`src/inc/ddl_params.svh`:
```
// constants of the deskew delay-locked loop: sizes, counts and limits
`ifndef DDL_PARAMS_SVH
`define DDL_PARAMS_SVH

// ----------------------------------------------------------------
// delay line geometry
// ----------------------------------------------------------------
`define DDL_TAPS 64
`define DDL_TAP_BITS 6
`define DDL_TAP_RESET 6'h00
`define DDL_SYS_SYNC_TAPS 6'h02

// ----------------------------------------------------------------
// counters and limits, in cycles of the 125 MHz clock; lock hits and miss limit in input periods
// ----------------------------------------------------------------
`define DDL_CNT_BITS 8
`define DDL_CNT_MAX 8'hFF
`define DDL_ACT_WINDOW 8'h40
`define DDL_PERIOD_TOL 8'h02
`define DDL_LOCK_HITS 4'h4
`define DDL_MISS_LIMIT 4'h8

`endif

```
`src/inc/ddl_pkg.sv`:
```
// types shared by the deskew delay-locked loop
`include "ddl_params.svh"

package ddl_pkg;

	// deskew adjust setting
	typedef enum logic {
		DDL_SYSTEM_SYNC,
		DDL_SOURCE_SYNC
	} ddl_deskew_t;

	// loop control states
	typedef enum logic [1:0] {
		DDL_IDLE,
		DDL_ACQUIRE,
		DDL_LOCKED,
		DDL_LOST
	} ddl_state_t;

	// static configuration of the loop
	typedef struct packed {
		logic feedbackExternal;
		logic feedbackDoubled;
		logic cascaded;
		logic dedicatedInput;
		ddl_deskew_t deskewMode;
		logic dutyCorrect;
	} ddl_cfg_t;

	// status seen by the user fabric
	typedef struct packed {
		logic lockLost;
		logic [`DDL_CNT_BITS-1:0] period;
		logic [`DDL_TAP_BITS-1:0] tap;
	} ddl_status_t;

endpackage

```
`src/hdl/ddl_delay_line.sv`:
```
// sampled digital delay line with a selectable tap
`timescale 1ns/1ns
`include "ddl_params.svh"

module ddl_delay_line #(
	parameter int DEPTH = `DDL_TAPS,
	parameter int IDX_BITS = `DDL_TAP_BITS
) (
	input wire logic clock, // system clock
	input wire logic nrst, // asynchronous reset, active low
	input wire logic sampleIn, // level fed into the line
	input wire logic [IDX_BITS-1:0] tapSel, // tap index, 0 is shortest
	output logic tapOut // registered level at the chosen tap
);

	logic [DEPTH-1:0] line_q;

	// ----------------------------------------------------------------
	// shift chain and tap register
	// ----------------------------------------------------------------
	// tap index 0 still costs two cycles, equal on every path that uses it
	always_ff @(posedge clock or negedge nrst) begin
		if (!nrst) begin
			line_q <= '0;
			tapOut <= 1'b0;
		end else begin
			line_q <= {line_q[DEPTH-2:0], sampleIn};
			tapOut <= line_q[tapSel];
		end
	end

endmodule

```
`src/hdl/ddl_deskew_dll.sv`:
```
// deskew delay-locked loop: delay line control, lock, deskew adjust, duty conditioning
//
// Summary of operation
// RL1: feedback normally zero-phase output via global buffer
// RL2: doubled output may serve as feedback instead
// RL3: user resets after selector switch or gate enable
// RL4: user pulses reset after configuration with external feedback
// RL5: capture starts at startup, even while outputs tri-stated
// RL6: lock only with both clocks present and stable
// RL7: grow delay until rising edges coincide, then lock
// RL8: keep sampling both clocks and trimming delay
// RL9: lock indicator qualifies output, also inverted form
// RL10: system-synchronous adds delay on feedback path
// RL11: no extra delay if cascaded, external, non-dedicated
// RL12: source-synchronous adds no skew; user phase-shifts
// RL13: condition outputs to half-period high and low
// RL14: lock drops on input drift; reset reacquires
// RL15: reset clears lock and delay, restarts acquisition
`timescale 1ns/1ns
`include "ddl_params.svh"

module ddl_deskew_dll (
	input wire logic clock, // 125 MHz system clock
	input wire logic nrst, // asynchronous reset, active low
	input wire logic startup, // device has entered its startup sequence
	input wire logic inputClock, // sampled input clock
	input wire logic feedbackClock, // sampled feedback clock from distribution
	input wire ddl_pkg::ddl_cfg_t cfg, // static configuration
	output logic zeroPhaseOut, // deskewed, conditioned output clock
	output logic doubledOut, // frequency-doubled output clock
	output logic lockedOut, // lock indicator, active high
	output logic lockedN, // lock indicator for active-low enables
	output ddl_pkg::ddl_status_t status // tap, period and lost flag
);
	import ddl_pkg::*;

	localparam int TB = `DDL_TAP_BITS;
	localparam int CB = `DDL_CNT_BITS;

	ddl_state_t state_q, state_d;
	logic [TB-1:0] tap_q, tap_d, tapUp, tapDown, fbTap;
	logic [CB-1:0] period_q, perCnt_q, lockPeriod_q, inAct_q, fbAct_q, phaseCnt_q, phaseCnt_d;
	logic [3:0] hits_q, hits_d, misses_q, misses_d;
	logic inPrev_q, fbPrev_q, rawPrev_q, fbRiseDly_q, lateWin_q, zeroPhase_q, doubled_q;
	logic rawOut, fbDelayed, inRise, fbRise, rawRise, bothPresent, sysDelayOn, drifted;
	logic [CB-1:0] half, quarter;

	// ----------------------------------------------------------------
	// helper functions
	// ----------------------------------------------------------------
	// step the delay setting by one tap, wrapping at both ends of the line
	function automatic logic [TB-1:0] tapStep(input logic [TB-1:0] t, input logic up);
		tapStep = up ? t + 1'b1 : t - 1'b1;
	endfunction

	// saturating increment of a cycle counter
	function automatic logic [CB-1:0] satInc(input logic [CB-1:0] c);
		satInc = (c == `DDL_CNT_MAX) ? c : c + 1'b1;
	endfunction

	// ----------------------------------------------------------------
	// delay lines
	// ----------------------------------------------------------------
	// forward line: input clock delayed by the loop setting
	ddl_delay_line #(.DEPTH(`DDL_TAPS), .IDX_BITS(TB)) uFwd (
		.clock(clock),
		.nrst(nrst),
		.sampleIn(inputClock),
		.tapSel(tap_q),
		.tapOut(rawOut)
	);

	// feedback line: the extra hold-time delay only applies where it can be characterised
	assign sysDelayOn = (cfg.deskewMode == DDL_SYSTEM_SYNC) && !cfg.cascaded
		&& !cfg.feedbackExternal && cfg.dedicatedInput; // RL10 RL11 RL12
	assign fbTap = sysDelayOn ? `DDL_SYS_SYNC_TAPS : `DDL_TAP_RESET; // RL10 RL11 RL12

	ddl_delay_line #(.DEPTH(`DDL_TAPS), .IDX_BITS(TB)) uFb (
		.clock(clock),
		.nrst(nrst),
		.sampleIn(feedbackClock),
		.tapSel(fbTap),
		.tapOut(fbDelayed)
	);

	// ----------------------------------------------------------------
	// edge detection, activity and period measurement
	// ----------------------------------------------------------------
	// with doubled feedback only the edge nearest the input edge is compared
	assign inRise = inputClock && !inPrev_q;
	assign fbRise = fbDelayed && !fbPrev_q;
	assign rawRise = rawOut && !rawPrev_q;
	assign bothPresent = (inAct_q < `DDL_ACT_WINDOW) && (fbAct_q < `DDL_ACT_WINDOW); // RL6
	assign drifted = (period_q > lockPeriod_q + `DDL_PERIOD_TOL)
		|| (period_q + `DDL_PERIOD_TOL < lockPeriod_q); // RL14
	assign tapUp = tapStep(tap_q, 1'b1);
	assign tapDown = tapStep(tap_q, 1'b0);

	// edge history, activity timers and input period
	always_ff @(posedge clock or negedge nrst) begin
		if (!nrst) begin
			inPrev_q <= 1'b0;
			fbPrev_q <= 1'b0;
			rawPrev_q <= 1'b0;
			fbRiseDly_q <= 1'b0;
			lateWin_q <= 1'b0;
			inAct_q <= `DDL_CNT_MAX;
			fbAct_q <= `DDL_CNT_MAX;
			perCnt_q <= '0;
			period_q <= '0;
		end else begin
			inPrev_q <= inputClock;
			fbPrev_q <= fbDelayed;
			rawPrev_q <= rawOut;
			fbRiseDly_q <= fbRise;
			lateWin_q <= inRise && !fbRise;
			inAct_q <= inRise ? '0 : satInc(inAct_q);
			fbAct_q <= fbRise ? '0 : satInc(fbAct_q);
			perCnt_q <= inRise ? '0 : satInc(perCnt_q);
			period_q <= inRise ? satInc(perCnt_q) : period_q;
		end
	end

	// ----------------------------------------------------------------
	// loop control
	// ----------------------------------------------------------------
	// acquisition grows the delay; tracking trims it either way
	always_comb begin
		state_d = state_q;
		tap_d = tap_q;
		hits_d = hits_q;
		misses_d = misses_q;
		case (state_q)
			DDL_IDLE: begin
				if (startup) begin
					state_d = DDL_ACQUIRE; // RL5
				end
			end
			DDL_ACQUIRE: begin
				if (inRise && bothPresent) begin // RL6
					if (fbRise) begin
						hits_d = hits_q + 1'b1;
						if (hits_q == `DDL_LOCK_HITS - 1'b1) begin
							state_d = DDL_LOCKED; // RL7
						end
					end else begin
						hits_d = '0;
						tap_d = tapUp; // RL7
					end
				end
			end
			DDL_LOCKED: begin
				if (inRise) begin
					if (drifted || !bothPresent) begin
						state_d = DDL_LOST; // RL14
					end else if (fbRise) begin
						misses_d = '0;
					end else begin
						misses_d = misses_q + 1'b1;
						if (fbRiseDly_q) begin
							tap_d = tapUp; // RL8
						end
						if (misses_q == `DDL_MISS_LIMIT - 1'b1) begin
							state_d = DDL_LOST; // RL14
						end
					end
				end else if (lateWin_q && fbRise) begin
					tap_d = tapDown; // RL8
				end
			end
			DDL_LOST: begin
				state_d = DDL_LOST; // RL14
			end
			default: begin
				state_d = DDL_IDLE;
			end
		endcase
	end

	// loop state; reset returns the line to its shortest setting
	always_ff @(posedge clock or negedge nrst) begin
		if (!nrst) begin
			state_q <= DDL_IDLE; // RL15
			tap_q <= `DDL_TAP_RESET; // RL15
			hits_q <= '0;
			misses_q <= '0;
			lockPeriod_q <= '0;
		end else begin
			state_q <= state_d;
			tap_q <= tap_d;
			hits_q <= hits_d;
			misses_q <= misses_d;
			lockPeriod_q <= (state_q != DDL_LOCKED) ? period_q : lockPeriod_q;
		end
	end

	// ----------------------------------------------------------------
	// duty conditioning and doubling
	// ----------------------------------------------------------------
	// outputs are rebuilt from the delayed rising edge and the measured period
	assign half = period_q >> 1;
	assign quarter = period_q >> 2;
	assign phaseCnt_d = rawRise ? '0 : satInc(phaseCnt_q);

	always_ff @(posedge clock or negedge nrst) begin
		if (!nrst) begin
			phaseCnt_q <= `DDL_CNT_MAX;
			zeroPhase_q <= 1'b0;
			doubled_q <= 1'b0;
		end else begin
			phaseCnt_q <= phaseCnt_d;
			zeroPhase_q <= cfg.dutyCorrect ? (phaseCnt_d < half) : rawOut; // RL13
			doubled_q <= (phaseCnt_d < quarter) || ((phaseCnt_d >= half) && (phaseCnt_d < half + quarter));
		end
	end

	// ----------------------------------------------------------------
	// outputs
	// ----------------------------------------------------------------
	assign zeroPhaseOut = zeroPhase_q;
	assign doubledOut = doubled_q;
	assign lockedOut = (state_q == DDL_LOCKED); // RL9
	assign lockedN = !lockedOut; // RL9
	assign status = '{lockLost: (state_q == DDL_LOST), period: period_q, tap: tap_q};
endmodule

```
`config.mk`:
```
export PLATFORM = sky130hd
export DESIGN_NAME = ddl_deskew_dll
export DESIGN_NICKNAME = d
export VERILOG_FILES = /design/src/inc/ddl_pkg.sv /design/src/hdl/ddl_delay_line.sv /design/src/hdl/ddl_deskew_dll.sv
export VERILOG_INCLUDE_DIRS = /design/src /design/src/inc
export SDC_FILE = /design/constraint.sdc
export NUM_CORES = 1
export LEC_CHECK = 0
export BUFFER_PORTS_ARGS = -buffer_cell sky130_fd_sc_hd__buf_4
export CAP_MARGIN = 20
export CORE_ASPECT_RATIO = 0.5
export CORE_UTILIZATION = 50
export CTS_BUF_LIST = sky130_fd_sc_hd__clkbuf_4
export CTS_CLUSTER_SIZE = 12
export DETAILED_ROUTE_END_ITERATION = 10
export PLACE_DENSITY = 0.69
export RECOVER_POWER = 25
export SETUP_SLACK_MARGIN = 0.4
export SLEW_MARGIN = 20
export SYNTH_ARGS = -nofsm -noshare
export SYNTH_HDL_FRONTEND = slang
export SYNTH_SLANG_ARGS = --single-unit
```
`constraint.sdc`:
```
create_clock -name clock -period 2.7 [get_ports clock]
set_input_delay 0.27 -clock clock [delete_from_list [all_inputs] [get_ports clock]]
set_output_delay 0.27 -clock clock [all_outputs]
set_load 0.05 [all_outputs]
```
==> metrics, run 1 <==
Via Count between 4k and 5k; post-synth top area share 41.9%; RD Place Congestion 0.806; WP data required roughly 3200 ps; R2R cell count 13; Vert. Die Dim 84.8 um; pin count of the biggest net entering global routing 65; post-detail-place hpwl 9.49 mm; ratio of cells with drive above 1 in the final layout 31.3%; top_reg_cell synth dfrtp_1; First-pass DRT Iterations 4; Final Skew around 23 ps; dpl cells 796; crit path time final 2700 ps; post-synthesis register bit count roughly 140; Hold Path Class input port to flip-flop; CTS tree built; Least-Margin Pin Slew 1580 ps; Slew HR -5.09%; Peak VDD IR 320 uV; # fillers approximately 990; Leakage Power 3.75 nW; Slew Viols, Final 65; CTS sink count roughly 140; Worst Path Max Fanout 4; routed vias/inst about 5.5; max capacitance violation total 1; gr usage total 21.3%; arrival time worst endpoint 3170 ps; syn_nets 650; global-route wire length before repair 23.4 mm; WS Path Type flip-flop to flip-flop; row count 29; CTS Root Cell clkbuf_4; DRC 0; Non-Filler Instances ~850; die span in x 168 um; total negative slack -4.57 ps; status finished with violations; Post-synth EDFFs 0; number of setup violations in the final report 1; Hold Path Cell Cnt 3; NumNets Final 741; synth warn 0; Final period util 100%; most common cell after layout, fill and taps aside dfrtp_1; Power Total approximately 6.1 mW; Worst setup EP type flip-flop; area leader, netlist dfrtp_1; power density over the cells 744 mW/mm2; Initial DRC Count 235; Ant. Diodes 0; Mapped Cells between 500 and 600; P&R area growth vs syn 20.5%; ranking of synthesized cells by area dfrtp_1, ha_1, dfstp_2; clock latency on the worst-skew pair roughly 540 ps; Post-Syn Area a little under 0.007 mm2; WL per Instance ~16 um; vias in the first global route 4697; FF+latch area 0.00353 mm2; Startpoint Class flip-flop; Netlist cell types 64; final wirelength approximately 14 mm; clk buf depth 2; Die Footprint ~0.014 mm2; total grt overflow 0; Clock transition at path regs around 130 ps; RSZ-0062 raised after global routing yes; final hold violations 0; Async SR Flop Fraction between 90% and 100%; IO Count 30; most frequent cells in the layout dfrtp_1, buf_4, ha_1; TritonCTS Buffers 17; initial antenna violation count 0; Antenna Nets Post-Route 0; CORE AREA 0.0130 mm2; effective utilization at floorplan 52.7%; Max Freq 370 MHz; post-synthesis sequential area ratio between 50% and 60%; failing checks max-capacitance violations, max-slew violations, negative setup slack; syn_area_per_cell between 10 and 15 um2; final worst slack -4.57 ps; port buffer count 28; multi-input logic area 0.00344 mm2; CTS HTree Levels 4
-- final cells by class --
| cell class | instances | area share [%] |
|---|---|---|
| multi-input cells | 394 | 41.6 |
| inverters | 32 | 1.45 |
| repair buffers | 87 | 8.40 |
| clock buffers | 17 | 1.54 |
| clock inverters | 15 | 1.62 |
| flip-flops and latches | 139 | 42.8 |
| well taps | 170 | 2.57 |
-- registers in the layout, indices dropped and copies added (netlist names) --
register      flops
zeroPhaseOut      1
rawPrev_q         1
hits_q            4
period_q          8
uFb.tapOut        1
tap_q             6
uFb.line_q        3
fbAct_q           8
fbRiseDly_q       1
state_q           2
uFwd.tapOut       1
misses_q          4
doubledOut        1
fbPrev_q          1
inAct_q           8
lockPeriod_q      8
uFwd.line_q      64
lateWin_q         1
phaseCnt_q        8
perCnt_q          8
-- metal layers --
metal | routed length [um] | global-route usage, % | up-vias
met5 | 0 | 0 | -
met4 | 135 | 5.84 | 0
met3 | 404 | 5.13 | 13
met2 | 6740 | 35.8 | 66
met1 | 6610 | 27.9 | 2321
li1 | - | - | 2290
-- per-stage QoR --
step           util, %  setup slack, ps  cell area, um2  hold WS [ps]
2_1_floorplan        -             87.2            7020         -25.6
3_3_place_gp      58.3             23.5            7600           287
3_5_place_dp      58.3            -34.4            7600           296
4_1_cts           62.5             55.7            8140          47.8
5_1_grt           63.5             -206            8270          50.2
6_report          63.5            -4.57            8270           108
-- path summary, 6_finish.rpt --
check                                  end  slack, ps     startpoint
setup / recovery              zeroPhaseOut         -5  phaseCnt_q[4]
hold / removal                  uFb.tapOut        110         cfg[5]
setup reg to reg              zeroPhaseOut         -5  phaseCnt_q[4]
hold reg to reg              uFb.line_q[2]        370  uFb.line_q[1]
max in group asynchronous       inAct_q[6]        840           nrst
min in group asynchronous  uFwd.line_q[46]        650           nrst
-- cells in the mapped netlist (7+ instances only) --
cell      instances
dfrtp_1         115
ha_1             58
o21ai_0          37
nand2_1          36
nor2_1           35
inv_1            32
a21oi_1          24
dfstp_2          24
nand3_1          22
mux4_2           17
xnor2_1          16
xor2_1           15
mux2i_1          14
nor2b_1          11
nand4_1          10
nor3_1            9
and3_1            8
a211oi_1          7
a21o_1            7
clkbuf_1          7
-- report_power, final --
part | internal (mW) | switching [mW] | total, mW | leakage, nW
Combinational | 1.15 | 1.22 | 2.38 | 1.94
Sequential | 2.34 | 0.164 | 2.50 | 1.67
Clock | 0.398 | 0.871 | 1.27 | 0.137
Total | 3.89 | 2.26 | 6.15 | 3.75
-- cells by family after synthesis --
group | synth area share [%]
and+or+nand+nor | 12.0
DFF | 51.1
AOI/OAI and AO/OA | 11.2
adders and majority gates | 10.9
buffers and inverters | 3.10
muxes | 7.79
xor gates and xnor gates | 3.96
-- critical path, cell delays in order, from the launching register on --
cell	delay (ps)
dfstp_2	550
and4_4	230
nand4_1	100
and2_4	190
nand3_1	90
xor2_1	160
nor2_1	90
ha_1	300
a21oi_1	140
o21ai_0	80
or3_4	330
buf_4	150
buf_6	100
mux2i_1	130
-- timing repair --
action                                  in CTS  in global routing
gates resized for setup                     29                 18
cloned                                       0                  0
endpoints found under the setup margin      15                 15
endpoints found under the hold margin       55                  0
setup buffers                               16                  6
hold buffers                                 4                  0
pin swaps                                   21                 22
(Power assumes the default switching activity.)
==> inputs of run 2 (changes only) <==
==> constraint.sdc (replaced) <==
create_clock -name clock -period 2.7 [get_ports clock]
set_input_delay 0.405 -clock clock [delete_from_list [all_inputs] [get_ports clock]]
set_output_delay 0.405 -clock clock [all_outputs]
set_load 0.05 [all_outputs]
==> run 2 against run 1 <==
Compared with the run above: the run ends with max-capacitance violations left; critical endpoint is now tap_q[4]; worst hold slack improved by 120 ps; final cell count decreased by 0.23%; first-iteration DRC count increased by 2.6%; power increased by 1.5%.
==> metrics, run 2 (synthesized netlist as in run 1, its figures left out) <==
status finished with violations; failing checks max-capacitance violations; ratio of cells with drive above 1 in the final layout 31.4% (+0.092 points); IO Count 30 (unchanged); final wirelength 13.8 mm (-0.96%); Via Count 4730 (+0.85%); Buf+Inv Stages, Crit Path 4 (+2); Largest delay share family, worst path compound AO/OA/AOI/OAI gates; # fillers 1010 (+1.7%); power density over the cells 758 mW/mm2 (+1.8%); routed vias/inst 5.55 (+1.1%); final hold violations 0 (unchanged); Antenna Nets Post-Route 0 (unchanged); vias in the first global route 4701 (+0.085%); slowest CP cell dfrtp_4; Startpoint Class flip-flop; Largest Register uFwd.line_q; WS Path Type flip-flop to flip-flop; CTS Root Cell clkbuf_4; Slew HR 0.693% (+5.8 points); Placement Cell Area 0.00762 mm2 (+0.26%); most common cell after layout, fill and taps aside dfrtp_1; RSZ-0062 raised after global routing yes; Worst Path Max Fanout 6 (+2); CTS sink count 139 (unchanged); cell internal pwr 3.96 mW (+1.8%); clk buf depth 2 (unchanged); port buffer count 28 (unchanged); global-route wire length before repair 23.0 mm (-1.6%); row count 29 (unchanged); clock latency on the worst-skew pair 550 ps (about the same); Die Footprint 0.0142 mm2 (unchanged); CTS HTree Levels 4 (unchanged); largest stage delay on the critical path 550 ps (about the same); Vert. Die Dim 84.8 um (unchanged); Combinational Power Share 37.7% (-0.9 points); final instance area 0.00824 mm2 (-0.32%); multi-input logic area 0.00340 mm2 (-1.2%); arrival time worst endpoint 3160 ps (about the same); Slew Viols, Final 0 (-100%); Final period util 99.5% (-0.70 points); DRC 0 (unchanged); Final Skew 18.8 ps (-4.34 ps); total grt overflow 0 (unchanged); Least-Margin Pin Slew 1490 ps (-86.8 ps); post-detail-place hpwl 9.26 mm (-2.4%); First-pass DRT Iterations 6 (+2); Worst setup EP type flip-flop; FF+latch area 0.00353 mm2 (unchanged); number of setup violations in the final report 0 (-1); Clock power frac 22.1% (+1.5 points); CORE AREA 0.0130 mm2 (unchanged); Leakage Power 3.72 nW (-0.83%); Ant. Diodes 0 (unchanged); max capacitance violation total 1 (unchanged); Initial DRC Count 241 (+2.6%); net switching fraction of the power 36.5% (-0.22 points); Clock transition at path regs 140 ps (about the same); die span in x 168 um (unchanged); CTS tree built; Psw 2.28 mW (+0.88%); most frequent cells in the layout dfrtp_1, buf_4, ha_1; P&R area growth vs syn 20.1%; WL per Instance 16.1 um (-0.73%); initial antenna violation count 0 (unchanged); effective utilization at floorplan 52.7% (unchanged); NumNets Final 739 (-0.27%); WP data required 3180 ps (+20 ps); Hold Path Class input port to flip-flop; RD Place Congestion 0.808 (+0.32%); TritonCTS Buffers 17 (unchanged); most used cell, CP buf_6; gr usage total 21.0% (-0.28 points); cells along the critical path ha_4 > buf_4 > buf_6 > xor2_1 > ha_1 > o21a_1 > o31ai_2 > a21oi_2 > buf_6 > o2111ai_4 > buf_6 > a211oi_2 > xor2_1; crit path time final 2690 ps (-19.0 ps); Max Freq 372 MHz (+0.71%); Peak VDD IR 365 uV (+14%); Power Total 6.24 mW (+1.5%); Seq pwr share 40.2% (-0.5 points); max FFs per register 64 (unchanged); pin count of the biggest net entering global routing 61 (-6.2%)
==> run 2: area by class of cell <==
type	count	area share, %
clock buffer	17	1.55
clock inverter	15	1.84
inverter	32	1.46
multi-input combinational	394	41.3
sequential	139	42.9
tap	170	2.58
timing repair buffer	85	8.40
==> run 2: what timing repair did <==
action,CTS,global route
endpoints found under the hold margin,61,0
pin swaps,38,13
setup buffers,15,4
gates resized for setup,28,17
hold buffers,4,0
setup endpoints to repair,17,15
==> run 2: worst paths after layout <==
path                                    start         endpoint  slack [ps]  cells after the start
worst max register to register    period_q[2]         tap_q[4]          10                     13
worst min register to register  uFb.line_q[1]    uFb.line_q[2]         370                      0
worst max-delay path              period_q[2]         tap_q[4]          10                     13
min in group asynchronous                nrst  uFwd.line_q[46]         740                      2
max in group asynchronous                nrst    phaseCnt_q[7]         810                      3
worst min-delay path                   cfg[5]       uFb.tapOut         220                      3
==> run 2: worst reg2reg max path: cells and delay by family (launching register included) <==
kind	cells	cell delay, ps
compound gates	5	750
xor+xnor	2	310
fa+ha+maj	2	460
buf+inv	4	550
flops	1	550
==> run 2: power by group through the flow <==
| stage | Sequential [mW] | Clock [mW] | Combinational [mW] |
|---|---|---|---|
| 2_1_floorplan | 2.67 | 0 | 1.16 |
| 3_3_place_gp | 2.53 | 0 | 1.87 |
| 3_5_place_dp | 2.54 | 0 | 1.92 |
| 4_1_cts | 2.50 | 1.41 | 2.23 |
| 5_1_grt | 2.54 | 1.51 | 2.60 |
| 6_report | 2.51 | 1.38 | 2.35 |
==> run 2: through the flow <==
| stage | setup TNS [ps] | instances | util [%] | hold slack (ps) | setup slack, ps |
|---|---|---|---|---|---|
| after floorplan | 0 | 580 | - | 109 | 87.2 |
| after global placement | 0 | 797 | 58.5 | 336 | 46.6 |
| after detailed placement | 0 | 797 | 58.5 | 338 | 2.52 |
| after CTS | 0 | 848 | 62.7 | 189 | 41.4 |
| after global routing | -595 | 852 | 63.3 | 176 | -191 |
| final | 0 | 852 | 63.3 | 223 | 14.4 |
==> run 2: routing by layer <==
| metal | track usage [%] | vias to the layer above | wire (um) |
|---|---|---|---|
| met5 | 0 | - | 0 |
| met1 | 27.2 | 2358 | 6610 |
| li1 | - | 2289 | - |
| met2 | 35.2 | 66 | 6600 |
| met3 | 5.18 | 17 | 365 |
| met4 | 6.51 | 0 | 172 |
==> inputs of run 3 (changes only) <==
--- a/config.mk
+++ b/config.mk
@@ -9,11 +9,10 @@
 export BUFFER_PORTS_ARGS = -buffer_cell sky130_fd_sc_hd__buf_4
 export CAP_MARGIN = 20
 export CORE_ASPECT_RATIO = 0.5
-export CORE_UTILIZATION = 50
+export CORE_UTILIZATION = 29
 export CTS_BUF_LIST = sky130_fd_sc_hd__clkbuf_4
 export CTS_CLUSTER_SIZE = 12
 export DETAILED_ROUTE_END_ITERATION = 10
-export PLACE_DENSITY = 0.69
 export RECOVER_POWER = 25
 export SETUP_SLACK_MARGIN = 0.4
 export SLEW_MARGIN = 20
==> run 3 against run 2 <==
Compared with the run above: the flow finishes with violations (design-rule violations); power down 0.80%; utilization fell by 26 points; sequential share of layout area down 1.5 points; design area up 3.7%; first-iteration DRC count up 7.1%; worst hold slack worse by 27 ps; critical endpoint is now doubledOut.
==> metrics, run 3 (synthesized netlist as in run 1, its figures left out) <==
largest stage delay on the critical path 500 ps (-50 ps); effective utilization at floorplan 29.8% (-23 points); max FFs per register 64 (unchanged); CTS HTree Levels 4 (unchanged); Clock transition at path regs 130 ps (about the same); power density over the cells 725 mW/mm2 (-4.3%); R2R cell count 15 (+2); DRC 2 (+2); clk buf depth 2 (unchanged); Least-Margin Pin Slew 1210 ps (-283 ps); routed vias/inst 4.68 (-16%); Slew HR 19.5% (+19 points); row count 39 (+34%); Worst setup EP type flip-flop; WS Path Type flip-flop to flip-flop; gr usage total 12.4% (-8.6 points); vias in the first global route 4825 (+2.6%); post-detail-place hpwl 9.52 mm (+2.8%); WL per Instance 14.3 um (-12%); Slew Viols, Final 0 (unchanged); Peak VDD IR 280 uV (-23%); CTS tree built; Final period util 99.2% (-0.28 points); Hold Path End uFb.tapOut; most used cell, CP o21ai_1; Max Freq 373 MHz (+0.28%); Initial DRC Count 258 (+7.1%); Hold Path Class input port to flip-flop; TritonCTS Buffers 17 (unchanged); global-route wire length before repair 23.8 mm (+3.4%); R2R Setup Slk 20 ps (about the same); Hold Path Cell Cnt 3 (unchanged); CTS Root Cell clkbuf_4; status finished with violations; Die Footprint 0.0243 mm2 (+71%); IO Count 30 (unchanged); most common cell after layout, fill and taps aside dfrtp_1; total grt overflow 0 (unchanged); port buffer count 28 (unchanged); RD Place Congestion 0.801 (-0.94%); pin count of the biggest net entering global routing 61 (unchanged); Antenna Nets Post-Route 0 (unchanged); slowest CP cell dfrtp_4; Worst Path Max Fanout 5 (-1); crit path time final 2680 ps (-7.57 ps); final hold violations 0 (unchanged); R2R Path End doubledOut; max capacitance violation total 0 (-1); Leakage Power 3.80 nW (+2.2%); P&R area growth vs syn 24.5%; arrival time worst endpoint 3150 ps (about the same); number of setup violations in the final report 0 (unchanged); final worst slack 22.0 ps (+7.57 ps); failing checks design-rule violations; critical hold path startpoint cfg[5]; WP data required 3170 ps (about the same); Non-Filler Instances 995 (+17%); most frequent cells in the layout dfrtp_1, buf_4, ha_1; r2r startpoint period_q[2]; ratio of cells with drive above 1 in the final layout 33.0% (+1.7 points); cells along the critical path ha_4 > inv_2 > fa_2 > nor2b_1 > o21ai_1 > nand2b_1 > a21oi_2 > o21bai_1 > xnor2_1 > ha_1 > nand4_1 > a221oi_2 > o21ai_1 > o211ai_1 > o21ai_1; RSZ-0062 raised after global routing yes; CTS sink count 139 (unchanged); initial antenna violation count 1 (+1); Startpoint Class flip-flop; CORE AREA 0.0230 mm2 (+77%); dpl cells 934 (+17%); dpl ws -38.7 ps (-41.2 ps); NumNets Final 744 (+0.68%); die span in x 220 um (+31%); Largest Register uFwd.line_q; Via Count 4658 (-1.5%); First-pass DRT Iterations 7 (+1); Power Total 6.19 mW (-0.80%); Final Skew 16.9 ps (-1.88 ps); clock latency on the worst-skew pair 580 ps (+30 ps); Vert. Die Dim 111 um (+31%); final wirelength 14.2 mm (+3.1%)
==> run 3: layout make-up <==
cell class              instances  area [um2]
fillers                      2206       14500
flip-flops and latches        139        3540
multi-input cells             394        3460
repair buffers                 90         734
well taps                     307         384
clock inverters                15         179
clock buffers                  17         128
inverters                      32         120
diodes                          1        2.50
==> run 3: repair_timing <==
action / 4_1_cts / 5_1_grt
endpoints found under the setup margin: 15 / 17
endpoints found under the hold margin: 33 / 0
pin swaps: 34 / 35
gates resized for setup: 28 / 24
buffers inserted: 15 / 9
hold buffers: 4 / 0
==> run 3: per-layer routing <==
layer | GRT usage, % | wire, um
met1 | 16.2 | 6990
met5 | 0 | 0
met2 | 19.8 | 6630
met4 | 4.35 | 217
met3 | 3.18 | 354
==> run 3: per-stage QoR <==
stage / hold WS, ps / setup TNS (ps) / instance area, um2 / util, %
floorplan: 109 / 0 / 7020 / -
global placement: 338 / -20.6 / 7790 / 33.8
detailed placement: 342 / -38.7 / 7790 / 33.8
CTS: 172 / 0 / 8360 / 36.3
global route: 161 / -174 / 8540 / 37.1
finish: 196 / 0 / 8540 / 37.1
==> run 3: critical path, delay by kind of cell, from the launching register on <==
kind            cells  cell delay, ps
buf+inv             1              40
fa+ha+maj           3             840
compound gates      7             760
xor+xnor            1             100
simple gates        3             340
flops               1             500
==> run 3: how the worst max path moves through the flow <==
stage / cells after the start / start / end / slack (ps)
2_1_floorplan: 15 / period_q[2] / doubledOut / 90
3_3_place_gp: 12 / phaseCnt_q[2] / doubledOut / -20
5_1_grt: 15 / period_q[2] / doubledOut / -110
6_report: 15 / period_q[2] / doubledOut / 20
4_1_cts: 12 / phaseCnt_q[3] / doubledOut / 10
3_5_place_dp: 12 / phaseCnt_q[2] / doubledOut / -40
==> run 3: where the power goes <==
part / switching, mW / leakage, nW / internal, mW / total (mW)
Clock: 0.880 / 0.160 / 0.586 / 1.47
Combinational: 1.17 / 1.97 / 1.05 / 2.23
Sequential: 0.158 / 1.67 / 2.34 / 2.50
